===== src/verilog/lsal_pkg.sv =====
// Package for the limit status and alert logic.
// Assumes a single device clock; register offsets are the device register addresses.
package lsal_pkg;
    // ****************************************
    // Register offsets
    // ****************************************
    localparam logic [7:0] LSAL_PRIMARY_OFFSET   = 8'h41;
    localparam logic [7:0] LSAL_SECONDARY_OFFSET = 8'h42;
    localparam logic [7:0] LSAL_MASK1_OFFSET     = 8'h74;
    localparam logic [7:0] LSAL_MASK2_OFFSET     = 8'h75;
    // ****************************************
    // Field positions
    // ****************************************
    localparam int LSAL_PENDING_BIT   = 7;
    localparam int LSAL_VOLT25_BIT    = 0;
    localparam int LSAL_SHARED4_BIT   = 5;
    localparam int LSAL_OVERTEMP_BIT  = 1;
    localparam int LSAL_TWELVE_BIT    = 0;
    // ****************************************
    // Reset values
    // ****************************************
    localparam logic [7:0] LSAL_STATUS_RESET = 8'h00;
    localparam logic [7:0] LSAL_MASK_RESET   = 8'h00;
    localparam logic [4:0] LSAL_VID_RESET    = 5'h00;
    // ****************************************
    // Shared fourth tachometer pin functions
    // ****************************************
    typedef enum logic [1:0] {
        LSAL_PIN4_TACH    = 2'h0,
        LSAL_PIN4_THERMAL = 2'h1,
        LSAL_PIN4_ALERT   = 2'h2,
        LSAL_PIN4_GENERAL = 2'h3
    } lsal_pin4_type;
endpackage


===== src/verilog/lsal_status.sv =====
// Sticky limit status registers and the active-low alert output.
// Assumes out-of-limit flags and register reads arrive on sys_clk; pins are synchronised here.
//
// Notes on behaviour
// An out-of-limit channel sets its status bit to 1.
// A set bit stays set until the host reads its register.
// A read clears a bit only if its condition has gone.
// Primary bit 7 reads 1 while any secondary bit is set.
// Primary bits 6..0: remote two, local, remote one, 5 V, supply, core, 2.5 V.
// With thermal alarm on the 2.5 V pin, primary bit 0 shows that pin.
// Secondary bits 7 and 6 flag remote two and remote one diode faults.
// Secondary bit 5 follows the selected shared fourth pin function.
// Secondary bits 4, 3, 2 flag fans three, two, one slow.
// Secondary bit 1 is overtemperature, not sticky, clears when condition ends.
// Secondary bit 0 flags 12 V limits, or a voltage-ID change when selected.
// Masked sources still set their status bits.
// Alert stays low while unmasked source out, and until read.
// Either of two pins may carry the alert output.
// Polling host reads status periodically to see every sticky event.
// Out of limit means above high limit or at or below low limit.
// Reads return pre-clear values; same-cycle events still set bits.
// Alert releases when no unmasked bit is set and no source is out.
`timescale 1ns/100ps
`default_nettype none
module lsal_status (
    input  wire logic                      sys_clk,
    input  wire logic                      rst,
    input  wire logic [6:0]                primary_out_of_limit,
    input  wire logic                      remote_two_diode_fault,
    input  wire logic                      remote_one_diode_fault,
    input  wire logic [2:0]                fan_slow,
    input  wire logic                      fan_four_slow,
    input  wire logic                      thermal_limit_exceeded,
    input  wire logic                      overtemperature_flag,
    input  wire logic                      twelve_volt_out_of_limit,
    input  wire logic                      thermal_alarm_pin_n,
    input  wire logic                      general_purpose_pin_six,
    input  wire logic [4:0]                voltage_id,
    input  wire logic                      thermal_on_volt25_pin,
    input  wire logic                      id_change_select,
    input  wire lsal_pkg::lsal_pin4_type   pin4_function,
    input  wire logic                      pin10_alert_select,
    input  wire logic                      reg_wr,
    input  wire logic                      reg_rd,
    input  wire logic [7:0]                reg_addr,
    input  wire logic [7:0]                reg_wdata,
    output logic      [7:0]                reg_rdata,
    output logic                           pin10_alert_n,
    output logic                           pin14_alert_n
);
    import lsal_pkg::*;

    // ****************************************
    // Pin synchronisers
    // ****************************************
    logic       alarm_meta_q, alarm_sync_q, gp_meta_q, gp_sync_q;
    logic [4:0] vid_meta_q, vid_sync_q, vid_last_q;
    logic       vid_primed_q;

    always_ff @(posedge sys_clk) begin
        alarm_meta_q <= ~thermal_alarm_pin_n;
        alarm_sync_q <= alarm_meta_q;
        gp_meta_q    <= general_purpose_pin_six;
        gp_sync_q    <= gp_meta_q;
        vid_meta_q   <= voltage_id;
        vid_sync_q   <= vid_meta_q;
    end

    // First sample after reset only primes the reference, so no false change
    always_ff @(posedge sys_clk) begin
        if (rst) begin
            vid_last_q   <= LSAL_VID_RESET;
            vid_primed_q <= 1'b0;
        end else begin
            vid_last_q   <= vid_sync_q;
            vid_primed_q <= 1'b1;
        end
    end

    // ****************************************
    // Source selection
    // ****************************************
    logic [7:0] prim_cond, sec_cond;
    logic       shared4_cond, vid_change;

    assign vid_change = vid_primed_q && (vid_sync_q != vid_last_q);

    always_comb begin
        case (pin4_function)
            LSAL_PIN4_TACH:    shared4_cond = fan_four_slow;
            LSAL_PIN4_THERMAL: shared4_cond = thermal_limit_exceeded;
            LSAL_PIN4_GENERAL: shared4_cond = gp_sync_q;
            default:           shared4_cond = 1'b0;
        endcase
    end

    // Comparators upstream apply strict-above-high, at-or-below-low  // R16
    always_comb begin
        prim_cond = {1'b0, primary_out_of_limit};
        if (thermal_on_volt25_pin) begin
            prim_cond[LSAL_VOLT25_BIT] = alarm_sync_q;
        end
        sec_cond = {remote_two_diode_fault, remote_one_diode_fault, shared4_cond,
                    fan_slow[2], fan_slow[1], fan_slow[0], 1'b0,
                    id_change_select ? vid_change : twelve_volt_out_of_limit};
    end

    // ****************************************
    // Sticky status bits
    // ****************************************
    logic [7:0] prim_q, sec_q, mask1_q, mask2_q;
    logic       rd_prim, rd_sec;
    logic [7:0] sec_view;

    assign rd_prim  = reg_rd && (reg_addr == LSAL_PRIMARY_OFFSET);
    assign rd_sec   = reg_rd && (reg_addr == LSAL_SECONDARY_OFFSET);
    assign sec_view = {sec_q[7:2], overtemperature_flag, sec_q[0]};

    // Set wins over the read-clear; a read drops only bits whose source is gone
    always_ff @(posedge sys_clk) begin
        if (rst) begin
            prim_q <= LSAL_STATUS_RESET;
        end else if (rd_prim) begin
            prim_q <= prim_cond;
        end else begin
            prim_q <= prim_q | prim_cond;
        end
    end

    always_ff @(posedge sys_clk) begin
        if (rst) begin
            sec_q <= LSAL_STATUS_RESET;
        end else if (rd_sec) begin
            sec_q <= sec_cond;
        end else begin
            sec_q <= sec_q | sec_cond;
        end
    end

    always_ff @(posedge sys_clk) begin
        if (rst) begin
            mask1_q <= LSAL_MASK_RESET;
            mask2_q <= LSAL_MASK_RESET;
        end else if (reg_wr) begin
            if (reg_addr == LSAL_MASK1_OFFSET) mask1_q <= reg_wdata;
            if (reg_addr == LSAL_MASK2_OFFSET) mask2_q <= reg_wdata;
        end
    end

    // ****************************************
    // Read data
    // ****************************************
    always_ff @(posedge sys_clk) begin
        if (rst) begin
            reg_rdata <= 8'h00;
        end else if (reg_rd) begin
            case (reg_addr)
                LSAL_PRIMARY_OFFSET:   reg_rdata <= {|sec_view, prim_q[6:0]};
                LSAL_SECONDARY_OFFSET: reg_rdata <= sec_view;
                LSAL_MASK1_OFFSET:     reg_rdata <= mask1_q;
                LSAL_MASK2_OFFSET:     reg_rdata <= mask2_q;
                default:               reg_rdata <= 8'h00;
            endcase
        end
    end

    // ****************************************
    // Alert output
    // ****************************************
    logic sec_alert, alert;

    // Live conditions are ORed in so a masked read never hides a standing fault
    assign sec_alert = |((sec_view | sec_cond) & ~mask2_q);
    assign alert     = |((prim_q[6:0] | prim_cond[6:0]) & ~mask1_q[6:0])
                       | (sec_alert & ~mask1_q[LSAL_PENDING_BIT]);

    always_ff @(posedge sys_clk) begin
        if (rst) begin
            pin10_alert_n <= 1'b1;
            pin14_alert_n <= 1'b1;
        end else begin
            pin10_alert_n <= ~(alert & pin10_alert_select);
            pin14_alert_n <= ~(alert && pin4_function == LSAL_PIN4_ALERT);
        end
    end
endmodule
`default_nettype wire


===== config.mk =====
export PLATFORM = sky130hd
export DESIGN_NAME = lsal_status
export DESIGN_NICKNAME = d
export VERILOG_FILES = /design/src/verilog/lsal_pkg.sv /design/src/verilog/lsal_status.sv
export SDC_FILE = /design/constraint.sdc
export NUM_CORES = 1
export LEC_CHECK = 0
export BUFFER_PORTS_ARGS = -buffer_cell sky130_fd_sc_hd__buf_2
export CORE_MARGIN = 2
export CORE_UTILIZATION = 33
export CTS_BUF_LIST = sky130_fd_sc_hd__clkbuf_8
export CTS_CLUSTER_DIAMETER = 40
export CTS_CLUSTER_SIZE = 40
export DETAILED_ROUTE_END_ITERATION = 8
export GPL_ROUTABILITY_DRIVEN = 0
export HOLD_SLACK_MARGIN = 0.08
export PLACE_DENSITY_LB_ADDON = 0.1
export SLEW_MARGIN = 20
export SYNTH_ARGS = -nofsm -noshare
export SYNTH_HDL_FRONTEND = slang
export SYNTH_SLANG_ARGS = --single-unit

===== constraint.sdc =====
create_clock -name sys_clk -period 2.35 [get_ports sys_clk]
set_input_delay 0.235 -clock sys_clk [delete_from_list [all_inputs] [get_ports sys_clk]]
set_output_delay 0.235 -clock sys_clk [all_outputs]
set_load 0.01 [all_outputs]

# Word level (Yosys, flattened, before mapping)
# Index checks and enable logic that the tools add are counted.
# classes
n_addsub	0
n_mul	0
div_mod_pow	0
magnitude_cmp	0
eq_ne	8
shift	0
muxes	7
bitwise	15
n_reduce_logical	12
# ops
op	count
$eq 8x7->1 const B	4
$pmux 8 s4	1
$or 8x8->8	2
$reduce_or 8->1	2
$and 8x8->8	1
$mux 8	1
$not 8->8	1
$or 8x7->8	1
$and 7x7->7	1
$mux 7	1
$not 7->7	1
$or 7x7->7	1
$reduce_or 7->1	1
$ne 5x5->1	1
$eq 2x2->1 const B	2
$logic_and 1x1->1	4
$not 1->1	4
$reduce_and 2->1	2
$reduce_or 2->1	2
$mux 1	3
$pmux 1 s3	1
$and 1x1->1	2
$eq 2x1->1 const B	1
$logic_not 2->1	1
$or 1x1->1	1
# totals
ff_bits	62
latchBits	0
ramBits	0
romBits	0
input_bits	48
out_inout_bits	10
wordCells	59
mem_count	0

# Logic depth before layout (Yosys ltp)
# Gate-level depths: netlist of the first run.
# depth
ltp_word	10
mapped_depth	7
ltp_nobuf	5

# Worst setup path after synthesis of the first run
# No wires, ideal clock.
# synth_path
kind	input to register
startpoint	input port reg_addr[7]
endpoint	register mask1_q[0]
t_arrival_ns	1.611
required_time_ns	2.218
setup_slack_ns	0.607
path_stages	7
n_path_buf	2
cell_sequence	nand2b_4 -> or4_4 -> buf_6 -> or3b_1 -> buf_6 -> nand2_1 -> a21oi_1
# synth_via
elab_chain_len	2
# synth_lines
item	line_no	rtl
start: declaration	lsal_status.sv:45	input wire logic [7:0] reg_addr,
$eq 8x7->1	lsal_status.sv:145	if (reg_addr == LSAL_MASK1_OFFSET) mask1_q <= reg_wdata;
$reduce_and 2->1 (no line)	n/a	
end signal: assignment	lsal_status.sv:145	
end: declaration	lsal_status.sv:111	logic [7:0] prim_q, sec_q, mask1_q, mask2_q;
# Every way passes these cells.
# A chain may end at the register's enable or synchronous reset.

# Worst setup path after layout of the first run
# layout_path
startpoint	input port reg_addr[7]
endpoint	register mask1_q[4]
# The elaborated chain is that of the path after synthesis.

==> summary.md, run 1 <==
| Metric | Value |
|---|---|
| Status | `completed` |
| Synthesis warning total | `0` |
| Post-synth ARST share | `0` |
| WL/cell | `13.8 µm` |
| H-tree Lvls | `3` |
| Longest Clk Path Bufs | `2` |
| Placed cell areas | `2740 µm²` |
| CP max FO | `9` |
| Die footprint | `7810 µm²` |
| Fin. Hold Viols | `0` |
| Fin cells | `434` |
| Slew HR | `0.713` |
| Max Cap Violations | `0` |
| Clock Latency Late Sink | `0.34 ns` |
| Core area | `6830 µm²` |
| Buf/Inv on CP | `1` |
| Critical Path Start Type | `input port` |
| CP max stage cell | `or4_4` |
| Most frequent cells after synthesis | `dfxtp_1, nor2_1, a21oi_1, nand2_1, mux2i_1` |
| I/O pin count | `58` |
| Reg-to-reg setup timing slack | `0.84 ns` |
| Register area share after synthesis | `0.511` |
| Initial DRT Pass Iterations | `4` |
| Drt total wl | `6000 µm` |
| I/O Buffers | `57` |
| Min cycle time layout | `1.55 ns` |
| Multi-input logic area | `1080 µm²` |
| Cell with the most instances after synthesis | `dfxtp_1` |
| Critical Path Stages | `6` |
| Cell taking the most area after synthesis | `dfxtp_1` |
| Largest net degree at the start of global routing | `23` |
| Die height | `88.4 µm` |
| Post-synth EDFFs | `0` |
| Setup WS post-layout | `0.803 ns` |
| Leakage power | `1.31 nW` |
| Final Max Tran Viols | `0` |
| Final setup viols | `0` |
| Antenna-violating nets left | `0` |
| Synth cell types | `35` |
| Share of layout cells above drive strength 1 | `0.243` |
| Hold slack | `0.102 ns` |
| HP Class | `in2reg` |
| Critical Path AT | `1.77 ns` |
| Via count | `2,051` |
| CTS tree | `yes` |
| PwrDens | `756 nW/µm²` |
| Post-layout util | `0.445` |
| Nets | `381` |
| Reg2reg path depth | `5` |
| Final period utilization | `0.658` |
| Area Overhead vs Synth | `29.5%` |
| Share of Yosys cell area claimed by the top area cell type | `0.511` |
| FF/Latch Area | `1200 µm²` |
| Syn nets | `310` |
| Max VDD drop | `558 µV` |
| Worst setup path start | `reg_addr[7]` |
| Setup TNS | `0 ns` |
| Crit path largest cell delay | `0.56 ns` |
| Setup crit end kind | `register` |
| Vias in the first global route | `1,908` |
| DR vias/cell | `4.73` |
| Synth top area cells | `dfxtp_1, mux2i_1, nor2_1` |
| Final instance area | `3040 µm²` |
| Initial antenna violation count | `0` |
| Worst Skew | `0.00570 ns` |
| Chip width | `88.4 µm` |
| Root buffer cell | `clkbuf_8` |
| Filler instances | `721` |
| Tot Pwr | `2.30 mW` |
| Initial DRC Count | `125` |
| CP required | `2.57 ns` |
| Cells after DPL | `410` |
| Worst flop-to-flop path startpoint | `sec_q[5]$_SDFF_PP0_` |
| Global-route wire length before repair | `9540 µm` |
| FMAX | `647 MHz` |
| Syn_area_per_cell | `8.97 µm²` |
| Gr usage total | `0.167` |
| TritonCTS Sinks | `60` |
| RSZ-0062 raised after global routing | `false` |
| Worst reg2reg path endpoint | `pin10_alert_n$_SDFF_PP1_` |
| CTS buffer count | `9` |
| Grt total ovfl | `0` |
| Worst setup endpoint | `mask1_q[4]$_SDFFE_PP0P_` |
| Detail Placement HPWL | `4470 µm` |
| Starting Density | `0.344` |
| Pre-CTS setup slack | `0.459 ns` |
| Slew @ Worst Pin | `0.419 ns` |
| Mapped Cells | `262` |
| Post-Synthesis Cell Area | `2350 µm²` |
| Seq cells post-synth | `60` |
| CP Cell Sequence | `buf_2 > nand2b_4 > or4_4 > or3b_1 > nand2_1 > a21oi_1` |
| Number of diodes | `0` |
| DRC Markers | `0` |
| Core Rows | `30` |
| Crit path max-delay family | `simple AND/OR/NAND/NOR gates` |
| Crit path kind | `in2reg` |
| Clock slew at reported path FFs | `0.07 ns` |
| Post-synth top flop | `dfxtp_1` |
## worst register-to-register path: stages (launching register included)
cell	delay (ns)
dfxtp_1	0.35
a31oi_1	0.14
o21ai_0	0.11
a2111oi_0	0.47
o221ai_1	0.24
nand3_1	0.13
## where the power goes
group / total [mW] / internal (mW) / switching [mW] / leakage (nW)
clock network: 1.05 / 0.604 / 0.441 / 0.110
registers: 1.08 / 1.06 / 0.0250 / 0.496
logic: 0.174 / 0.0867 / 0.0877 / 0.708
total: 2.30 / 1.75 / 0.554 / 1.31
## metal layers
metal,global-route usage,vias to the layer above,share of wire
met5,0,-,0
met4,0.0551,0,0.015
met3,0.0634,8,0.060
met2,0.271,61,0.47
met1,0.205,919,0.45
li1,-,1063,-
## area by class of cell
class / instances / area share
flip-flops and latches: 60 / 0.395
multi-input cells: 187 / 0.354
repair buffers: 70 / 0.132
clock buffers: 9 / 0.0407
well taps: 96 / 0.0395
clock inverters: 7 / 0.0325
inverters: 5 / 0.00617
## cell families after synthesis
group	synth area share
and+or+nand+nor	0.206
AOI/OAI and AO/OA	0.162
DFF	0.511
muxes	0.0724
buffers and inverters	0.0304
xor gates and xnor gates	0.0186
## sequential cells by signal (all words and copies together) (netlist names)
register / flops
alarm_meta_q: 1
alarm_sync_q: 1
gp_meta_q: 1
gp_sync_q: 1
mask1_q: 8
mask2_q: 8
pin10_alert_n: 1
pin14_alert_n: 1
prim_q: 7
reg_rdata: 8
sec_q: 7
vid_last_q: 5
vid_meta_q: 5
vid_primed_q: 1
vid_sync_q: 5
## placed cells by master, fill, tap and decap left out, types with 2 or more instances in the layout
cell type and n:
nor2_1 44, o21ai_0 9, dfxtp_1 60, or3_1 2, buf_2 57, nor4_1 2
a21oi_1 31, inv_1 5, a31oi_1 2, xnor2_1 2, nand3_1 16, bufinv_16 2
dlygate4sd3_1 8, a22o_1 8, nor2b_1 8, nand2_1 20, clkbuf_8 9, mux2i_1 17
nor3_1 2, buf_4 5, o22ai_1 6, inv_6 2, xor2_1 3
## worst min path at each step
stage	from	end	slack, ns	cells past startpoint
finish	pin4_function[1]	pin14_alert_n$_SDFF_PP1_	0.10	2
global route	pin4_function[1]	pin14_alert_n$_SDFF_PP1_	0.09	2
CTS	pin4_function[1]	pin14_alert_n$_SDFF_PP1_	0.08	2
detailed placement	gp_meta_q$_DFF_P_	gp_sync_q$_DFF_P_	0.31	0
global placement	gp_meta_q$_DFF_P_	gp_sync_q$_DFF_P_	0.31	0
floorplan	general_purpose_pin_six	gp_meta_q$_DFF_P_	0.26	0
## repair_timing
item | CTS | global route
resized for setup | 0 | 0
hold buffers | 8 | 0
setup buffers | 0 | 0
hold endpoints to repair | 8 | 0
Power figures use the tool's default switching activity.
==> inputs of run 2 (changes only) <==
- clock period: 2.35 -> 1.6 ns (I/O delays scaled with it)
==> summary.md, run 2 (synthesis results as in run 1) <==
| Metric | Value |
|---|---|
| DR vias/cell | `4.69 (-0.86%)` |
| Initial antenna violation count | `0 (unchanged)` |
| Buf/Inv on CP | `2 (+1)` |
| Antenna-violating nets left | `0 (unchanged)` |
| Number of diodes | `0 (unchanged)` |
| Initial DRT Pass Iterations | `5 (+1)` |
| Grt total ovfl | `0 (unchanged)` |
| CTS buffer count | `9 (unchanged)` |
| CP max stage cell | `dlygate4sd3_1` |
| Tot Pwr | `3.40 mW (+48%)` |
| Die height | `88.4 µm (unchanged)` |
| Final period utilization | `0.933` |
| Global-route wire length before repair | `9770 µm (+2.4%)` |
| Via count | `2,174 (+6.0%)` |
| Gr usage total | `0.171 (+0.00407)` |
| Final Max Tran Viols | `0 (unchanged)` |
| Crit path largest cell delay | `0.54 ns (-0.02 ns)` |
| H-tree Lvls | `3 (unchanged)` |
| Die footprint | `7810 µm² (unchanged)` |
| FMAX | `670 MHz` |
| Vias in the first global route | `2,030 (+6.4%)` |
| Crit path kind | `in2reg` |
| Leakage power | `1.45 nW (+11%)` |
| Critical Path AT | `1.77 ns (about the same)` |
| Chip width | `88.4 µm (unchanged)` |
| TritonCTS Sinks | `60 (unchanged)` |
| Critical Path Start Type | `input port` |
| Share of layout cells above drive strength 1 | `0.258 (+0.0155)` |
| Largest registers | `mask1_q x8, mask2_q x8, reg_rdata x8` |
| Core Rows | `30 (unchanged)` |
| CP Cell Sequence | `dlygate4sd3_1 > buf_2 > nor2_1 > o22ai_1 > a2111oi_1 > o221ai_1 > nand3_1` |
| Detail Placement HPWL | `4650 µm (+4.0%)` |
| Final setup viols | `0 (unchanged)` |
| RSZ-0062 raised after global routing | `false` |
| Most frequent cells in the layout | `dfxtp_1, buf_2, nor2_1` |
| I/O Buffers | `57 (unchanged)` |
| Slew @ Worst Pin | `0.417 ns (-0.00211 ns)` |
| Largest net degree at the start of global routing | `28 (+22%)` |
| Most common cell after layout, fill and taps aside | `dfxtp_1` |
| Crit path max-delay family | `compound AO/OA/AOI/OAI gates` |
| I/O pin count | `58 (unchanged)` |
| Post-layout util | `0.487 (+0.0414)` |
| Drt total wl | `6240 µm (+3.9%)` |
| Max Cap Violations | `0 (unchanged)` |
| Post-CTS Setup Inserts | `0 (unchanged)` |
| Min cycle time layout | `1.49 ns` |
| Area Overhead vs Synth | `41.5%` |
| Root buffer cell | `clkbuf_8` |
| DRC Markers | `0 (unchanged)` |
| Worst Skew | `0.00643 ns (+0.000732 ns)` |
| CTS tree | `yes` |
| WL/cell | `13.4 µm (-2.8%)` |
| HP Class | `in2reg` |
| PwrDens | `1020 nW/µm² (+35%)` |
| CP required | `1.88 ns (-0.69 ns)` |
| Clock Latency Late Sink | `0.34 ns (about the same)` |
| Setup crit end kind | `register` |
| Clock slew at reported path FFs | `0.07 ns (about the same)` |
| Starting Density | `0.344 (unchanged)` |
| Initial DRC Count | `71 (-43%)` |
| Status | `completed` |
| Nets | `411 (+7.9%)` |
| Core area | `6830 µm² (unchanged)` |
| Slew HR | `0.721 (+0.00761)` |
| Longest Clk Path Bufs | `2 (unchanged)` |
| Max VDD drop | `668 µV (+20%)` |
| Fin. Hold Viols | `0 (unchanged)` |
| CP max FO | `2 (-7)` |
## run 2: timing repair
item,4_1_cts,5_1_grt
endpoints found under the setup margin,0,2
hold buffers,25,0
gates resized for setup,0,1
endpoints found under the hold margin,27,0
## run 2: path summary, 6_finish.rpt
check                             from                        to  slack, ns  cells past startpoint
setup reg to reg   sec_q[5]$_SDFF_PP0_  pin14_alert_n$_SDFF_PP1_       0.12                      5
hold reg to reg   alarm_meta_q$_DFF_P_      alarm_sync_q$_DFF_P_       0.33                      0
hold / removal            reg_wdata[5]   mask2_q[5]$_SDFFE_PP0P_       0.09                      3
setup / recovery           fan_slow[0]  pin14_alert_n$_SDFF_PP1_       0.11                      7
## run 2: area by class of cell
type                       instances  area [µm²]
clock buffer                       9         124
multi-input combinational        187        1080
sequential                        60        1200
tap                               96         120
fill                             697        3510
timing repair buffer             100         683
inverter                           5        18.8
clock inverter                     7         100
## run 2: power breakdown
part / total [mW] / internal (mW) / switching (mW)
Clock: 1.52 / 0.886 / 0.629
Sequential: 1.59 / 1.55 / 0.0365
Combinational: 0.299 / 0.163 / 0.136
## run 2: worst register-to-register path: cells and delay by family, from the launching register on
kind,cells,cell delay [ns]
compound gates,4,0.94
flops,1,0.35
simple gates,1,0.13
## run 2: metrics by stage
stage          instance area (µm²)  worst slack (ns)  cells  hold slack [ns]  TNS [ns]
2_1_floorplan                 2350           -0.0445    262            0.188    -0.330
3_3_place_gp                  2850           -0.0658    423            0.263    -0.502
3_5_place_dp                  2850           -0.0812    423            0.264    -0.560
4_1_cts                       3320            0.0676    464           0.0804         0
5_1_grt                       3330            0.0246    464           0.0912         0
6_report                      3330             0.107    464           0.0887         0
## run 2: metal layers
| layer | part of all wire | wire length, µm | GRT usage |
|---|---|---|---|
| met2 | 0.48 | 2980 | 0.288 |
| met4 | 0.0095 | 59 | 0.0579 |
| met3 | 0.046 | 286 | 0.0550 |
| met1 | 0.47 | 2910 | 0.206 |
| met5 | 0 | 0 | 0 |
